==> config.mk <==
export PLATFORM = sky130hd
export DESIGN_NAME = ccr_bank
export DESIGN_NICKNAME = d
export VERILOG_FILES = /design/src/shared/ccr_pkg.sv /design/src/rtl/ccr_sync.sv /design/src/rtl/ccr_bank.sv
export VERILOG_INCLUDE_DIRS = /design/src /design/src/shared
export SDC_FILE = /design/constraint.sdc
export NUM_CORES = 1
export LEC_CHECK = 0
export BUFFER_PORTS_ARGS = -buffer_cell sky130_fd_sc_hd__buf_2
export CAP_MARGIN = 20
export CORE_MARGIN = 5
export CORE_UTILIZATION = 52
export DETAILED_ROUTE_END_ITERATION = 8
export MAX_ROUTING_LAYER = met4
export PLACE_DENSITY = 0.73
export SYNTH_ARGS = -nofsm -noshare
export SYNTH_HDL_FRONTEND = slang
export SYNTH_HIERARCHICAL = 1
export SYNTH_SLANG_ARGS = --single-unit
==> constraint.sdc <==
create_clock -name clock_in -period 4.7 [get_ports clock_in]
set_clock_uncertainty 0.05 [all_clocks]
set_input_delay 0.235 -clock clock_in [delete_from_list [all_inputs] [get_ports clock_in]]
set_output_delay 0.235 -clock clock_in [all_outputs]
set_load 0.005 [all_outputs]
==> src/shared/ccr_map.svh <==
// Register offsets, field positions, reset values and write masks of the
// camera control register bank. Included by the register bank design file and the bench files.
`ifndef CCR_MAP_SVH
`define CCR_MAP_SVH

`define CCR_ADDR_WRITE 8'h42
`define CCR_ADDR_READ 8'h43

`define CCR_OFS_AGC_GAIN_LOW 5'h00
`define CCR_OFS_AWB_BLUE_GAIN 5'h01
`define CCR_OFS_AWB_RED_GAIN 5'h02
`define CCR_OFS_VERTICAL_FRAME_CTRL 5'h03
`define CCR_OFS_FORMAT_EXPOSURE_LOW_CTRL 5'h04
`define CCR_OFS_BLUE_U_AVERAGE_LEVEL 5'h05
`define CCR_OFS_GREEN_Y_AVERAGE_LEVEL 5'h06
`define CCR_OFS_EXPOSURE_TOP_BITS 5'h07
`define CCR_OFS_RED_V_AVERAGE_LEVEL 5'h08
`define CCR_OFS_SLEEP_DRIVE_CTRL 5'h09
`define CCR_OFS_PRODUCT_IDENT_HIGH 5'h0A
`define CCR_OFS_PRODUCT_IDENT_LOW 5'h0B
`define CCR_OFS_OUTPUT_SWAP_TRISTATE_CTRL 5'h0C
`define CCR_OFS_WINDOW_AVERAGE_CTRL 5'h0D
`define CCR_OFS_RESERVED_CTRL_FIVE 5'h0E
`define CCR_OFS_BLACK_LINE_TIMING_CTRL 5'h0F
`define CCR_OFS_EXPOSURE_MID_BITS 5'h10
`define CCR_OFS_LAST 8'h10
`define CCR_NUM_REGS 17

`define CCR_RST_AWB_GAIN 8'h80
`define CCR_RST_SLEEP_DRIVE_CTRL 8'h01
`define CCR_RST_RESERVED_CTRL_FIVE 8'h01
`define CCR_RST_BLACK_LINE_TIMING_CTRL 8'h43
`define CCR_RST_EXPOSURE_MID_BITS 8'h40
`define CCR_RST_ZERO 8'h00

`define CCR_MASK_ALL 8'hFF
`define CCR_MASK_NONE 8'h00
`define CCR_MASK_VERTICAL_FRAME_CTRL 8'hCF
`define CCR_MASK_FORMAT_EXPOSURE_LOW_CTRL 8'h43
`define CCR_MASK_EXPOSURE_TOP_BITS 8'h3F
`define CCR_MASK_SLEEP_DRIVE_CTRL 8'h13
`define CCR_MASK_OUTPUT_SWAP_TRISTATE_CTRL 8'h78
`define CCR_MASK_WINDOW_AVERAGE_CTRL 8'h30
`define CCR_MASK_BLACK_LINE_TIMING_CTRL 8'h82

`define CCR_BIT_CCIR656 6
`define CCR_BIT_SOFT_SLEEP 4
`define CCR_BIT_SWAP 6
`define CCR_BIT_PCLK_KEEP 5
`define CCR_BIT_DATA_KEEP 4
`define CCR_BIT_SCALE 3
`define CCR_BIT_BLACK_LINE_VALID 7
`define CCR_BIT_TIMING_RESET 1

`endif

==> src/shared/ccr_pkg.sv <==
// Types shared by the camera control register bank design files.
// Assumes ccr_map.svh carries the numeric constants.
package ccr_pkg;

  typedef enum logic [8:0] {
    CCR_IDLE      = 9'b000000001,
    CCR_ADDR      = 9'b000000010,
    CCR_ADDR_ACK  = 9'b000000100,
    CCR_SUB       = 9'b000001000,
    CCR_SUB_ACK   = 9'b000010000,
    CCR_WDATA     = 9'b000100000,
    CCR_WDATA_ACK = 9'b001000000,
    CCR_RDATA     = 9'b010000000,
    CCR_RDATA_ACK = 9'b100000000
  } ccr_state_t;

endpackage

==> src/rtl/ccr_sync.sv <==
// Two-flop synchronisers for pins that arrive from outside the clock domain.
// Assumes the caller reads only the second stage.
`timescale 1ns/1ps
module ccr_sync (
  input wire logic clock_in,         // Block clock.
  input wire logic resetn_in,        // Asynchronous reset, active low.
  input wire logic ce_in,            // Clock enable, freezes the stages.
  input wire logic [2:0] async_in,   // Pin levels from outside the domain.
  output logic [2:0] sync_out        // Synchronised levels.
);
  logic [2:0] stage_one;
  // Serial pins idle high and power-down idles low, so reset shows no false event.
  localparam logic [2:0] RST_LVL = 3'b011;

  for (genvar gi = 0; gi < 3; gi++) begin : g_bit
    always_ff @(posedge clock_in or negedge resetn_in) begin
      if (!resetn_in) begin
        stage_one[gi] <= RST_LVL[gi];
        sync_out[gi] <= RST_LVL[gi];
      end else if (ce_in) begin
        stage_one[gi] <= async_in[gi];
        sync_out[gi] <= stage_one[gi];
      end
    end
  end
endmodule

==> src/rtl/ccr_bank.sv <==
// Camera control register bank, offsets 0x00 to 0x10, with its serial slave.
// Assumes the serial clock and data pins and power-down come straight from
// pins; pixel, average and format-change inputs come from this clock domain.
`timescale 1ns/1ps
`include "ccr_map.svh"
module ccr_bank
  import ccr_pkg::*;
#(
  parameter logic [7:0] IDENT_HIGH = 8'hA5, // Arbitrary value.
  parameter logic [7:0] IDENT_LOW = 8'h5A   // Arbitrary value.
) (
  input wire logic clock_in,               // 25 MHz block clock.
  input wire logic resetn_in,              // Asynchronous reset, active low.
  input wire logic ce_in,                  // Clock enable, freezes all state.
  input wire logic serial_clk_in,          // Serial bus clock pin.
  input wire logic serial_data_in,         // Serial bus data pin level.
  output logic serial_data_out,            // Serial data drive value (low).
  output logic serial_data_oe_n_out,       // Serial data enable, low drives.
  input wire logic power_down_in,          // Power-down pin.
  input wire logic avg_valid_in,           // Average levels ready, one cycle.
  input wire logic [7:0] avg_u_b_in,       // U/B average for current format.
  input wire logic [7:0] avg_y_gb_in,      // Y/Gb average for current format.
  input wire logic [7:0] avg_v_r_in,       // V/R average for current format.
  input wire logic format_change_in,       // Output format changed, pulse.
  input wire logic [7:0] pixel_data_in,    // Pixel data from the pipeline.
  input wire logic line_valid_in,          // Line valid from the pipeline.
  input wire logic black_row_in,           // Current row is optical black.
  output logic [7:0] pixel_data_out,       // Pixel data pins.
  output logic pixel_data_oe_n_out,        // Data pin enable, low drives.
  output logic pixel_clk_oe_n_out,         // Pixel clock enable, low drives.
  output logic line_valid_out,             // Line valid pin.
  output logic [9:0] automatic_gain_value_out, // Gain value.
  output logic [15:0] exposure_value_out,  // Exposure value.
  output logic [7:0] white_balance_blue_out, // Blue channel gain.
  output logic [7:0] white_balance_red_out,  // Red channel gain.
  output logic [1:0] vertical_end_low_out,   // End row low bits.
  output logic [1:0] vertical_start_low_out, // Start row low bits.
  output logic embedded_sync_out,          // Embedded-sync output format.
  output logic soft_sleep_out,             // Soft sleep request.
  output logic [1:0] drive_strength_out,   // Drive strength code.
  output logic scale_enable_out,           // Output scaling enable.
  output logic [1:0] average_window_out,   // 0 full, 1 half, 2 or 3 quarter.
  output logic timing_reset_out            // Timing reset, one-cycle pulse.
);
  logic [2:0] pins_sync;
  logic scl_s;
  logic sda_s;
  logic pdown_s;
  logic scl_q;
  logic sda_q;
  ccr_state_t state;
  logic [3:0] bit_cnt;
  logic [7:0] shreg;
  logic [7:0] txreg;
  logic [7:0] reg_ptr;
  logic sda_low;
  logic is_read;
  logic master_ack;
  logic [7:0] regs [0:`CCR_NUM_REGS-1];

  function automatic logic [7:0] reg_default(input int idx);
    case (idx)
      1, 2: reg_default = `CCR_RST_AWB_GAIN;
      9: reg_default = `CCR_RST_SLEEP_DRIVE_CTRL;
      10: reg_default = IDENT_HIGH;
      11: reg_default = IDENT_LOW;
      14: reg_default = `CCR_RST_RESERVED_CTRL_FIVE;
      15: reg_default = `CCR_RST_BLACK_LINE_TIMING_CTRL;
      16: reg_default = `CCR_RST_EXPOSURE_MID_BITS;
      default: reg_default = `CCR_RST_ZERO;
    endcase
  endfunction

  function automatic logic [7:0] reg_mask(input int idx);
    case (idx)
      3: reg_mask = `CCR_MASK_VERTICAL_FRAME_CTRL;
      4: reg_mask = `CCR_MASK_FORMAT_EXPOSURE_LOW_CTRL;
      7: reg_mask = `CCR_MASK_EXPOSURE_TOP_BITS;
      9: reg_mask = `CCR_MASK_SLEEP_DRIVE_CTRL;
      10, 11, 14: reg_mask = `CCR_MASK_NONE;
      12: reg_mask = `CCR_MASK_OUTPUT_SWAP_TRISTATE_CTRL;
      13: reg_mask = `CCR_MASK_WINDOW_AVERAGE_CTRL;
      15: reg_mask = `CCR_MASK_BLACK_LINE_TIMING_CTRL;
      default: reg_mask = `CCR_MASK_ALL;
    endcase
  endfunction

  ccr_sync u_sync (
    .clock_in(clock_in),
    .resetn_in(resetn_in),
    .ce_in(ce_in),
    .async_in({power_down_in, serial_data_in, serial_clk_in}),
    .sync_out(pins_sync)
  );

  assign scl_s = pins_sync[0];
  assign sda_s = pins_sync[1];
  assign pdown_s = pins_sync[2];

  // Start and stop are data edges while the serial clock stays high.
  wire start_seen = scl_s & scl_q & sda_q & ~sda_s;
  wire stop_seen = scl_s & scl_q & ~sda_q & sda_s;
  wire scl_rise = scl_s & ~scl_q;
  wire scl_fall = ~scl_s & scl_q;
  wire byte_done = (bit_cnt == 4'h8);
  wire addr_write = (shreg == `CCR_ADDR_WRITE);
  wire addr_read = (shreg == `CCR_ADDR_READ);
  wire in_range = (reg_ptr <= `CCR_OFS_LAST);
  wire [7:0] rd_data = in_range ? regs[reg_ptr[4:0]] : 8'h00;
  wire wr_fire = ce_in & scl_fall & byte_done & (state == CCR_WDATA);
  wire rd_load = ce_in & scl_fall & (((state == CCR_ADDR_ACK) & is_read)
                 | ((state == CCR_RDATA_ACK) & master_ack));
  wire shift_in = scl_rise & ((state == CCR_ADDR) | (state == CCR_SUB)
                  | (state == CCR_WDATA));

  always_ff @(posedge clock_in or negedge resetn_in) begin
    if (!resetn_in) begin
      scl_q <= 1'b1;
      sda_q <= 1'b1;
    end else if (ce_in) begin
      scl_q <= scl_s;
      sda_q <= sda_s;
    end
  end

  always_ff @(posedge clock_in or negedge resetn_in) begin
    if (!resetn_in) begin
      state <= CCR_IDLE;
      bit_cnt <= 4'h0;
      shreg <= 8'h00;
      txreg <= 8'h00;
      reg_ptr <= 8'h00;
      sda_low <= 1'b0;
      is_read <= 1'b0;
      master_ack <= 1'b0;
    end else if (ce_in) begin
      if (start_seen) begin
        state <= CCR_ADDR;
        bit_cnt <= 4'h0;
        sda_low <= 1'b0;
      end else if (stop_seen) begin
        state <= CCR_IDLE;
        sda_low <= 1'b0;
      end else if (shift_in) begin
        shreg <= {shreg[6:0], sda_s};
        bit_cnt <= bit_cnt + 4'h1;
      end else if (scl_rise && state == CCR_RDATA_ACK) begin
        master_ack <= ~sda_s;
      end else if (scl_fall) begin
        unique case (state)
          CCR_IDLE: begin
            sda_low <= 1'b0;
          end
          CCR_ADDR: begin
            if (byte_done) begin
              // Any other slave byte leaves the bus untouched.
              sda_low <= addr_write | addr_read;
              is_read <= addr_read;
              state <= (addr_write | addr_read) ? CCR_ADDR_ACK : CCR_IDLE;
            end
          end
          CCR_ADDR_ACK: begin
            bit_cnt <= is_read ? 4'h1 : 4'h0;
            state <= is_read ? CCR_RDATA : CCR_SUB;
            txreg <= rd_data;
            sda_low <= is_read ? ~rd_data[7] : 1'b0;
          end
          CCR_SUB: begin
            if (byte_done) begin
              reg_ptr <= shreg;
              sda_low <= 1'b1;
              state <= CCR_SUB_ACK;
            end
          end
          CCR_SUB_ACK, CCR_WDATA_ACK: begin
            sda_low <= 1'b0;
            bit_cnt <= 4'h0;
            state <= CCR_WDATA;
          end
          CCR_WDATA: begin
            if (byte_done) begin
              reg_ptr <= reg_ptr + 8'h01;
              sda_low <= 1'b1;
              state <= CCR_WDATA_ACK;
            end
          end
          CCR_RDATA: begin
            if (byte_done) begin
              reg_ptr <= reg_ptr + 8'h01;
              sda_low <= 1'b0;
              state <= CCR_RDATA_ACK;
            end else begin
              txreg <= {txreg[6:0], 1'b0};
              sda_low <= ~txreg[6];
              bit_cnt <= bit_cnt + 4'h1;
            end
          end
          CCR_RDATA_ACK: begin
            // A not-acknowledge ends the read; the bus waits for stop.
            bit_cnt <= 4'h1;
            txreg <= rd_data;
            sda_low <= master_ack & ~rd_data[7];
            state <= master_ack ? CCR_RDATA : CCR_IDLE;
          end
        endcase
      end
    end
  end

  // Masked bits keep their reset value, so reserved and identity bits never move.
  for (genvar gi = 0; gi < `CCR_NUM_REGS; gi++) begin : g_reg
    localparam logic [7:0] RST = reg_default(gi);
    localparam logic [7:0] MSK = reg_mask(gi);
    wire is_avg = (gi == 5) || (gi == 6) || (gi == 8);
    wire [7:0] avg_val = (gi == 5) ? avg_u_b_in : ((gi == 6) ? avg_y_gb_in : avg_v_r_in);
    wire host_wr = wr_fire && in_range && (reg_ptr[4:0] == 5'(gi));
    wire [7:0] next_reg = (is_avg && avg_valid_in) ? avg_val
                          : ((shreg & MSK) | (RST & ~MSK));
    always_ff @(posedge clock_in or negedge resetn_in) begin
      if (!resetn_in) begin
        regs[gi] <= RST;
      end else if (ce_in && (host_wr || (is_avg && avg_valid_in))) begin
        regs[gi] <= next_reg;
      end
    end
  end

  wire [7:0] swapped = {pixel_data_in[0], pixel_data_in[1], pixel_data_in[2],
                        pixel_data_in[3], pixel_data_in[4], pixel_data_in[5],
                        pixel_data_in[6], pixel_data_in[7]};
  wire [7:0] r_swap = regs[`CCR_OFS_OUTPUT_SWAP_TRISTATE_CTRL];
  wire [7:0] r_black = regs[`CCR_OFS_BLACK_LINE_TIMING_CTRL];
  wire [7:0] r_vert = regs[`CCR_OFS_VERTICAL_FRAME_CTRL];
  wire [7:0] r_fmt = regs[`CCR_OFS_FORMAT_EXPOSURE_LOW_CTRL];
  wire [7:0] r_sleep = regs[`CCR_OFS_SLEEP_DRIVE_CTRL];

  assign serial_data_out = 1'b0;
  assign serial_data_oe_n_out = ~sda_low;

  always_ff @(posedge clock_in or negedge resetn_in) begin
    if (!resetn_in) begin
      pixel_data_out <= 8'h00;
      pixel_data_oe_n_out <= 1'b0;
      pixel_clk_oe_n_out <= 1'b0;
      line_valid_out <= 1'b0;
      timing_reset_out <= 1'b0;
    end else if (ce_in) begin
      pixel_data_out <= r_swap[`CCR_BIT_SWAP] ? swapped : pixel_data_in;
      pixel_data_oe_n_out <= pdown_s & ~r_swap[`CCR_BIT_DATA_KEEP];
      pixel_clk_oe_n_out <= pdown_s & ~r_swap[`CCR_BIT_PCLK_KEEP];
      line_valid_out <= line_valid_in
                        & (~black_row_in | r_black[`CCR_BIT_BLACK_LINE_VALID]);
      timing_reset_out <= format_change_in & r_black[`CCR_BIT_TIMING_RESET];
    end
  end

  always_ff @(posedge clock_in or negedge resetn_in) begin
    if (!resetn_in) begin
      automatic_gain_value_out <= 10'h000;
      exposure_value_out <= 16'h0000;
      white_balance_blue_out <= 8'h00;
      white_balance_red_out <= 8'h00;
      vertical_end_low_out <= 2'h0;
      vertical_start_low_out <= 2'h0;
      embedded_sync_out <= 1'b0;
      soft_sleep_out <= 1'b0;
      drive_strength_out <= 2'h0;
      scale_enable_out <= 1'b0;
      average_window_out <= 2'h0;
    end else if (ce_in) begin
      automatic_gain_value_out <= {r_vert[7:6], regs[`CCR_OFS_AGC_GAIN_LOW]};
      exposure_value_out <= {regs[`CCR_OFS_EXPOSURE_TOP_BITS][5:0],
                             regs[`CCR_OFS_EXPOSURE_MID_BITS], r_fmt[1:0]};
      white_balance_blue_out <= regs[`CCR_OFS_AWB_BLUE_GAIN];
      white_balance_red_out <= regs[`CCR_OFS_AWB_RED_GAIN];
      vertical_end_low_out <= r_vert[3:2];
      vertical_start_low_out <= r_vert[1:0];
      embedded_sync_out <= r_fmt[`CCR_BIT_CCIR656];
      soft_sleep_out <= r_sleep[`CCR_BIT_SOFT_SLEEP];
      drive_strength_out <= r_sleep[1:0];
      scale_enable_out <= r_swap[`CCR_BIT_SCALE];
      average_window_out <= regs[`CCR_OFS_WINDOW_AVERAGE_CTRL][5:4];
    end
  end
endmodule

==> results.py, run 1 <==
metrics = {
    "run_status": {
        "status": "completed",
    },
    "synthesis": {
        "ys_ff_latch": 194,
        "synth.avg_cell_area_um2": 11.4,
        "yosysMostFrequentCell": "dfrtp_1",
        "synthTopCellsByArea": "dfrtp_1, mux2_2, mux2i_1",
        "synth_top_area_frac": 0.474,
        "ys_types": 76,
        "syn_inst": 846,
        "dominantRegCellSynth": "dfrtp_1",
        "ys_top_cells_by_count": "dfrtp_1, mux2_2, a21oi_1, nand2_1, nor2_1",
        "async_reset_ff_frac": 1.00,
        "yosys_warnings": 6,
        "synth_nets": 895,
        "synth_edf_count": 0,
        "syn_area_um2": 9610,
        "ys_seq_area_frac": 0.507,
        "yosysTopAreaCell": "dfrtp_1",
    },
    "clock_network": {
        "post_cts_resized": 0,
        "cts_tree": "done",
        "clk_pin_slew_ns": 0.07,
        "cts.sinks": 194,
        "cts_made_buffers": 17,
        "htree_levels": 4,
        "clk_latency_ns": 0.43,
        "cts_root_buf": "clkbuf_16",
        "clockBufferDepth": 2,
    },
    "finish": {
        "nets": 971,
        "fin_util": 0.601,
        "stdcell_area_um2": 10900,
        "nFillCells": 1424,
        "regMostFlops": "regs",
        "drive_gt1_frac": 0.306,
        "largest_reg_flops": 64,
        "synthToLayoutAreaGrowth_pct": 13.2,
        "largestRegisters": "regs (64), exposure_value_out (16), automatic_gain_value_out (10)",
        "n_antenna_cell": 0,
    },
    "critical_path": {
        "crit_fanout": 17,
        "end_kind": "flip-flop",
        "crit_required_ns": 4.94,
        "max_stage_delay_ns": 0.73,
        "path_delay_family": "compound AO/OA/AOI/OAI gates",
        "cp-start-kind": "flip-flop",
        "cp_num_buf_inv": 1,
        "arrival_ns": 3.06,
        "worstPathCellList": "buf_4, nor2b_1, a221oi_1, nor3_1, o221ai_1, a211oi_1, o22ai_1",
        "crit_path_top_delay_cell": "dfrtp_1",
        "crit_type": "flip-flop to flip-flop",
    },
    "global_route": {
        "grtUsageMet1": 0.322,
        "grt_pass1_wl_mm": 39.4,
        "globalRouteMet3Util": 0.0392,
        "antenna_found_initial": 0,
        "grt_max_degree": 102,
        "overflow": 0,
        "grt_util_met2": 0.365,
        "track_usage": 0.238,
        "grt_pass1_vias": 6984,
        "grt_busiest_layer": "met2",
    },
    "placement": {
        "numPortBuffers": 107,
        "gp_congestion": 0.974,
        "placed_area_um2": 10200,
        "pre_cts_ws_ns": 1.90,
        "dp_hpwl_mm": 16.9,
    },
    "drt": {
        "vias": 7172,
        "antenna_left": 0,
        "wirelength_mm": 24.5,
        "drc": 0,
        "drtIter0Drc": 557,
        "vias_per_cell": 6.16,
        "drtPass1Iterations": 7,
        "avgRoutedWirePerCell_um": 21.1,
    },
    "pwr": {
        "power.leakage_nw": 5.28,
        "switching_share": 0.270,
        "power_per_cell_area_nw_per_um2": 353,
        "pwr-share-comb": 0.112,
        "peakVddDrop_uv": 248,
        "clockPowerShare": 0.390,
        "power_switching_w": 0.00104,
        "power_frac_seq": 0.498,
        "p_int_w": 0.00281,
    },
    "floorplan": {
        "die_area_um2": 21300,
        "core_um2": 18100,
        "die_w_um": 146,
        "fp.dieH_um": 146,
        "fp-row-count": 49,
        "ios": 109,
        "start_util": 0.531,
    },
    "sta": {
        "finalSetupViolCount": 0,
        "hold_violations": 0,
        "slew_headroom": 0.337,
        "whs_ns": 0.00982,
        "max_slew.worst_pin.slew_ns": 0.985,
        "finalCritPeriodShare": 0.598,
        "setup_tns_ns": 0,
        "finalWorstSetupSlack_ns": 1.89,
        "fmax_mhz": 356,
        "period_minus_slack_ns": 2.81,
        "drv_slew": 0,
        "rsz0062_at_grt": "false",
    },
    "job": {
        "max-cap-violations": 0,
    },
    "worst_hold_path": {
        "hp-class": "primary input to flip-flop",
    },
}
## what timing repair did
item                      in CTS  in global routing
hold endpoints to repair      97                  0
setup buffers                  0                  0
hold buffers                   5                  0
## area by class of cell
| cell class | instances | area [um2] | share of cell area |
|---|---|---|---|
| clock buffer | 23 | 498 | 0.0458 |
| clock inverter | 9 | 116 | 0.0107 |
| inverter | 18 | 67.6 | 0.00621 |
| multi-input combinational | 572 | 4390 | 0.403 |
| sequential | 194 | 4870 | 0.448 |
| tap | 229 | 287 | 0.0263 |
| timing repair buffer | 119 | 649 | 0.0597 |
## power groups by stage
| stage | Sequential, W | Clock, W | Combinational, W |
|---|---|---|---|
| after global routing | 0.00192 | 0.00159 | 0.000479 |
| after CTS | 0.00191 | 0.00152 | 0.000427 |
| after floorplan | 0.00184 | 0 | 0.000327 |
| final | 0.00191 | 0.00150 | 0.000430 |
| after detailed placement | 0.00194 | 0 | 0.000422 |
| after global placement | 0.00193 | 0 | 0.000416 |
## worst paths after layout
path	slack, ns	endpoint	from	cells after the start
min	0.01	line_valid_out$_DFFE_PN0P_	line_valid_in	3
max	1.89	sda_low$_DFFE_PN0P_	reg_ptr[0]$_DFFE_PN0P_	7
min reg2reg	0.45	exposure_value_out[1]$_DFFE_PN0P_	exposure_value_out[1]$_DFFE_PN0P_	1
min in group asynchronous	0.37	state[1]$_DFFE_PN0P_	resetn_in	2
max reg2reg	1.89	sda_low$_DFFE_PN0P_	reg_ptr[0]$_DFFE_PN0P_	7
max in group asynchronous	3.03	exposure_value_out[13]$_DFFE_PN0P_	resetn_in	3
## logic make-up (layout without fill, tap and decap cells)
logic type      count (synthesis)  after routing  share of synthesized area
compound gates                181            181                      0.120
buf+inv                        80            169                     0.0371
simple gates                  206            206                      0.115
flops                         194            194                      0.507
fa+ha+maj                       7              7                    0.00912
other cells                     1              1                   0.000390
xor+xnor                        6              6                    0.00547
mux                           171            171                      0.205
## per-layer routing
layer  up-vias  share of wire
met5         -              0
met4         0          0.030
met3        57          0.059
met2       305           0.48
met1      3548           0.44
li1       3262              -
## cells in the final DEF, fill, tap and decap left out, types with 17 or more instances in the layout
cell type | netlist | layout
dfrtp_1 | 182 | 182
buf_2 | 15 | 105
mux2_2 | 98 | 98
nand2_1 | 56 | 56
a21oi_1 | 56 | 56
nor2_1 | 45 | 45
mux2i_1 | 35 | 35
o21ai_0 | 29 | 29
nand3_1 | 26 | 26
mux2_1 | 26 | 26
o22ai_1 | 24 | 24
clkbuf_16 | 0 | 17
## worst min-delay path: stages
cell and delay, ns:
buf_2 0.08, o211ai_1 0.07, o21ai_0 0.07
## per-stage QoR
stage          power (W)  std cells
2_1_floorplan    0.00217        846
3_3_place_gp     0.00235       1126
3_5_place_dp     0.00236       1126
4_1_cts          0.00385       1163
5_1_grt          0.00399       1164
6_report         0.00384       1164
(Power assumes the default switching activity.)
==> inputs of run 2 (changes only) <==
--- a/config.mk
+++ b/config.mk
@@ -12,7 +12,7 @@
 export CORE_UTILIZATION = 52
 export DETAILED_ROUTE_END_ITERATION = 8
 export MAX_ROUTING_LAYER = met4
-export PLACE_DENSITY = 0.73
+export PLACE_DENSITY = 0.76
 export SYNTH_ARGS = -nofsm -noshare
 export SYNTH_HDL_FRONTEND = slang
 export SYNTH_HIERARCHICAL = 1
==> constraint.sdc (replaced) <==
create_clock -name clock_in -period 2.5 [get_ports clock_in]
set_clock_uncertainty 0.05 [all_clocks]
set_input_delay 0.125 -clock clock_in [delete_from_list [all_inputs] [get_ports clock_in]]
set_output_delay 0.125 -clock clock_in [all_outputs]
set_load 0.005 [all_outputs]
==> run 2 against run 1 <==
Via count is 6.4% higher. Routed wire length is 7.9% higher. Register-to-register slack worse by 1.8 ns. Clock power is 81% higher. Fmax is 16% higher. Count of clock-buffer cells in the layout is 5 lower. Sequential share of layout area is 3.1 points lower. Critical path depth is 1 lower. Critical endpoint is now regs[94]$_DFFE_PN0P_.
==> results.py, run 2 (synthesis results as in run 1) <==
metrics = {
    "placement": {
        "dp_hpwl_mm": 18.3,
        "gp_congestion": 0.967,
        "place_inst": 1179,
        "numPortBuffers": 107,
        "placed_area_um2": 10700,
    },
    "pwr": {
        "power.leakage_nw": 5.70,
        "total_power_w": 0.00726,
        "switching_share": 0.297,
        "pwr-share-comb": 0.142,
        "power_per_cell_area_nw_per_um2": 621,
        "clockPowerShare": 0.375,
        "power_switching_w": 0.00215,
        "peakVddDrop_uv": 495,
        "power_frac_seq": 0.484,
        "p_int_w": 0.00510,
    },
    "drt": {
        "vias": 7632,
        "avgRoutedWirePerCell_um": 21.1,
        "drtPass1Iterations": 7,
        "vias_per_cell": 6.09,
        "drtIter0Drc": 732,
        "antenna_left": 0,
        "wirelength_mm": 26.5,
        "drc": 0,
    },
    "critical_path": {
        "cp-start-kind": "flip-flop",
        "max_stage_delay_ns": 0.59,
        "crit_required_ns": 2.79,
        "crit_path_top_delay_cell": "or4_4",
        "cp_num_buf_inv": 1,
        "end_kind": "flip-flop",
        "arrival_ns": 2.71,
        "path_delay_family": "simple AND/OR/NAND/NOR gates",
        "worstPathCellList": "nor3_4, nand4_4, or4_4, buf_4, mux2i_1, a21oi_1",
        "crit_fanout": 9,
        "crit_type": "flip-flop to flip-flop",
    },
    "floorplan": {
        "die_area_um2": 21300,
        "start_util": 0.531,
        "core_um2": 18100,
        "die_w_um": 146,
        "ios": 109,
        "fp-row-count": 49,
        "fp.dieH_um": 146,
    },
    "clock_network": {
        "clk_pin_slew_ns": 0.08,
        "cts.sinks": 194,
        "clockBufferDepth": 2,
        "clk_latency_ns": 0.44,
        "cts_made_buffers": 17,
        "htree_levels": 4,
        "cts_tree": "done",
        "cts_root_buf": "clkbuf_16",
    },
    "finish": {
        "nFillCells": 1330,
        "final_cell_mix": "dfrtp_1, buf_2, mux2_2",
        "nets": 1061,
        "drive_gt1_frac": 0.338,
        "final_common_cell": "dfrtp_1",
        "synthToLayoutAreaGrowth_pct": 21.6,
        "fin_cells": 1254,
        "regMostFlops": "regs",
        "n_antenna_cell": 0,
        "stdcell_area_um2": 11700,
        "largest_reg_flops": 64,
        "largestRegisters": "regs (64), exposure_value_out (16), automatic_gain_value_out (10)",
    },
    "sta": {
        "drv_slew": 0,
        "slew_headroom": 0.520,
        "finalCritPeriodShare": 0.970,
        "fmax_mhz": 412,
        "hold_violations": 0,
        "rsz0062_at_grt": "false",
        "finalSetupViolCount": 0,
        "period_minus_slack_ns": 2.43,
        "setup_tns_ns": 0,
        "whs_ns": 0.0348,
        "max_slew.worst_pin.slew_ns": 0.712,
    },
    "global_route": {
        "grt_pass1_vias": 7637,
        "grt_busiest_layer": "met2",
        "grtUsageMet1": 0.337,
        "antenna_found_initial": 0,
        "overflow": 0,
        "grt_util_met2": 0.406,
        "globalRouteMet3Util": 0.0458,
        "track_usage": 0.258,
        "grt_max_degree": 113,
        "grt_pass1_wl_mm": 42.5,
    },
    "run_status": {
        "status": "completed",
    },
    "job": {
        "max-cap-violations": 0,
    },
    "worst_hold_path": {
        "hp-class": "primary input to flip-flop",
    },
}
[run 2: cell types whose count changed in the layout (fill, tap and decap cells not counted), moves of 2 or more]
cell,before,now
buf_4,8,58
dlygate4sd3_1,5,41
buf_12,0,4
clkbuf_8,6,2
clkinv_8,0,4
inv_8,0,3
bufinv_16,2,0
clkinv_4,1,3
[run 2: layout make-up]
type / count / area (um2) / share of cell area
timing repair buffer: 209 / 1470 / 0.125
inverter: 18 / 67.6 / 0.00578
tap: 229 / 287 / 0.0245
sequential: 194 / 4870 / 0.417
multi-input combinational: 572 / 4400 / 0.376
clock inverter: 14 / 159 / 0.0136
clock buffer: 18 / 439 / 0.0376
[run 2: repair_timing]
action,4_1_cts,5_1_grt
hold buffers,41,0
setup endpoints to repair,0,52
endpoints found under the hold margin,103,0
resized for setup,0,5
buffers inserted,0,2
[run 2: power groups by stage]
| stage | combinational, W | sequential, W | clock [W] |
|---|---|---|---|
| 6_report | 0.00103 | 0.00351 | 0.00272 |
| 3_5_place_dp | 0.000959 | 0.00356 | 0 |
| 4_1_cts | 0.00102 | 0.00350 | 0.00276 |
| 2_1_floorplan | 0.000615 | 0.00347 | 0 |
| 5_1_grt | 0.00111 | 0.00353 | 0.00289 |
| 3_3_place_gp | 0.000958 | 0.00355 | 0 |
[run 2: path summary, 6_finish.rpt]
kind	start	end	slack, ns	depth (start not counted)
max	state[7]$_DFFE_PN0P_	regs[94]$_DFFE_PN0P_	0.07	6
min	ce_in	exposure_value_out[5]$_DFFE_PN0P_	0.03	2
max reg2reg	state[7]$_DFFE_PN0P_	regs[94]$_DFFE_PN0P_	0.07	6
min reg2reg	exposure_value_out[10]$_DFFE_PN0P_	exposure_value_out[10]$_DFFE_PN0P_	0.45	1
max in group asynchronous	resetn_in	r_sleep[0]$_DFFE_PN1P_	1.38	3
min in group asynchronous	resetn_in	white_balance_blue_out[1]$_DFFE_PN0P_	0.21	2
[run 2: metal layers]
metal | share of wire | vias to the layer above
met3 | 0.064 | 67
li1 | - | 3448
met2 | 0.48 | 326
met5 | 0 | -
met1 | 0.42 | 3791
met4 | 0.035 | 0
[run 2: through the flow]
step,utilization,worst slack (ns)
floorplan,-,0.0182
detailed placement,0.589,0.117
global placement,0.589,0.176
finish,0.646,0.0739
CTS,0.645,0.0847
global route,0.646,0.0120
==> inputs of run 3 (changes only) <==
--- a/config.mk
+++ b/config.mk
@@ -9,10 +9,10 @@
 export BUFFER_PORTS_ARGS = -buffer_cell sky130_fd_sc_hd__buf_2
 export CAP_MARGIN = 20
 export CORE_MARGIN = 5
-export CORE_UTILIZATION = 52
+export CORE_UTILIZATION = 40
 export DETAILED_ROUTE_END_ITERATION = 8
 export MAX_ROUTING_LAYER = met4
-export PLACE_DENSITY = 0.76
+export PLACE_DENSITY = 0.61
 export SYNTH_ARGS = -nofsm -noshare
 export SYNTH_HDL_FRONTEND = slang
 export SYNTH_HIERARCHICAL = 1
==> run 3 against run 2 <==
First-iteration DRC count down 22%. Final area rose by 1.8%. Worst hold slack got worse by 0.0019 ns. Clock power is 2% higher. Power is 1.5% higher. Fmax rose by 2.7%. Critical path type unchanged.
==> results.py, run 3 (synthesis results as in run 1) <==
metrics = {
    "run_status": {
        "status": "completed",
    },
    "clock_network": {
        "cts_tree": "done",
        "cts.sinks": 194,
        "clk_pin_slew_ns": 0.08,
        "cts_root_buf": "clkbuf_16",
        "htree_levels": 4,
        "cts_made_buffers": 17,
        "clk_latency_ns": 0.45,
        "clockBufferDepth": 2,
        "post_cts_buffers": 0,
    },
    "drt": {
        "antenna_left": 0,
        "drtPass1Iterations": 4,
        "vias": 7489,
        "drc": 0,
        "drtIter0Drc": 568,
        "wirelength_mm": 27.2,
        "avgRoutedWirePerCell_um": 20.1,
        "vias_per_cell": 5.53,
    },
    "sta": {
        "fmax_mhz": 423,
        "hold_violations": 0,
        "rsz0062_at_grt": "false",
        "finalSetupViolCount": 0,
        "finalCritPeriodShare": 0.945,
        "slew_headroom": 0.441,
        "setup_tns_ns": 0,
        "drv_slew": 0,
        "max_slew.worst_pin.slew_ns": 0.836,
        "period_minus_slack_ns": 2.36,
    },
    "worst_hold_path": {
        "hp-class": "primary input to flip-flop",
    },
    "floorplan": {
        "fp-row-count": 56,
        "fp.dieH_um": 165,
        "start_util": 0.408,
        "die_area_um2": 27200,
        "core_um2": 23500,
        "ios": 109,
        "die_w_um": 165,
    },
    "critical_path": {
        "worstPathCellList": "nor3_4, nand4_4, or4_4, or3_1, o21ai_0, a21oi_1",
        "cp-start-kind": "flip-flop",
        "end_kind": "flip-flop",
        "arrival_ns": 2.61,
        "max_stage_delay_ns": 0.59,
        "crit_path_top_delay_cell": "or4_4",
        "crit_type": "flip-flop to flip-flop",
        "crit_fanout": 9,
        "crit_required_ns": 2.75,
    },
    "global_route": {
        "grt_max_degree": 116,
        "grt_pass1_vias": 7466,
        "track_usage": 0.212,
        "grt_pass1_wl_mm": 43.1,
        "overflow": 0,
        "antenna_found_initial": 1,
    },
    "finish": {
        "largest_reg_flops": 64,
        "largestRegisters": "regs (64), exposure_value_out (16), automatic_gain_value_out (10)",
        "nFillCells": 2135,
        "final_common_cell": "dfrtp_1",
        "regMostFlops": "regs",
        "nets": 1070,
        "synthToLayoutAreaGrowth_pct": 23.9,
        "drive_gt1_frac": 0.340,
        "final_cell_mix": "dfrtp_1, buf_2, mux2_2",
    },
    "pwr": {
        "total_power_w": 0.00736,
        "power_per_cell_area_nw_per_um2": 619,
        "peakVddDrop_uv": 350,
        "power.leakage_nw": 5.76,
    },
    "placement": {
        "gp_congestion": 0.898,
        "dp_hpwl_mm": 18.9,
        "numPortBuffers": 107,
    },
    "job": {
        "max-cap-violations": 0,
    },
}
==> run 3: final timing paths <==
path | start | endpoint | slack [ns] | depth (start not counted)
max | state[4]$_DFFE_PN0P_ | regs[91]$_DFFE_PN0P_ | 0.14 | 6
min | ce_in | state[1]$_DFFE_PN0P_ | 0.03 | 3
max reg2reg | state[4]$_DFFE_PN0P_ | regs[91]$_DFFE_PN0P_ | 0.14 | 6
min reg2reg | exposure_value_out[4]$_DFFE_PN0P_ | exposure_value_out[4]$_DFFE_PN0P_ | 0.45 | 1
max in group asynchronous | resetn_in | regs[6]$_DFFE_PN1P_ | 1.44 | 3
min in group asynchronous | resetn_in | state[7]$_DFFE_PN0P_ | 0.16 | 2
==> run 3: where the power goes <==
part	leakage, nW	switching (W)	internal (W)	total [W]
Clock	0.294	0.00142	0.00136	0.00278
Sequential	2.56	0.000167	0.00331	0.00348
Combinational	2.90	0.000641	0.000466	0.00111
==> run 3: what timing repair did <==
| item | CTS | global route |
|---|---|---|
| hold buffers | 43 | 0 |
| endpoints found under the setup margin | 0 | 34 |
| resized for setup | 0 | 4 |
| endpoints found under the hold margin | 86 | 0 |
==> run 3: metal layers <==
metal,GRT usage,routed length [um],vias up
li1,-,-,3463
met1,0.282,12100,3753
met2,0.337,13300,225
met3,0.0302,1140,48
met4,0.0707,671,0
met5,-,0,-
==> run 3: final cells by class <==
| cell class | instances | area (um2) | area share |
|---|---|---|---|
| clock inverters | 14 | 185 | 0.0156 |
| inverters | 18 | 67.6 | 0.00568 |
| diodes | 1 | 2.50 | 0.000210 |
| multi-input cells | 572 | 4400 | 0.369 |
| repair buffers | 218 | 1550 | 0.130 |
| well taps | 319 | 399 | 0.0335 |
| clock buffers | 18 | 429 | 0.0361 |
| flip-flops and latches | 194 | 4870 | 0.409 |
==> run 3: through the flow <==
step | utilization | instance area, um2 | hold slack (ns) | std cells | setup WS (ns)
floorplan | - | 9610 | -0.221 | 846 | 0.0182
global placement | 0.461 | 10800 | 0.0827 | 1278 | 0.133
detailed placement | 0.461 | 10800 | 0.0764 | 1278 | 0.0786
CTS | 0.505 | 11900 | 0.0266 | 1353 | 0.0391
global route | 0.505 | 11900 | 0.0460 | 1354 | 0.0112
finish | 0.505 | 11900 | 0.0329 | 1354 | 0.137
==> run 3: worst max-delay path: cells and delay by family, from the launching register on <==
family	cells	cell delay, ns
AO/OA/AOI/OAI	2	0.17
flip-flops	1	0.50
AND/OR/NAND/NOR	4	1.51
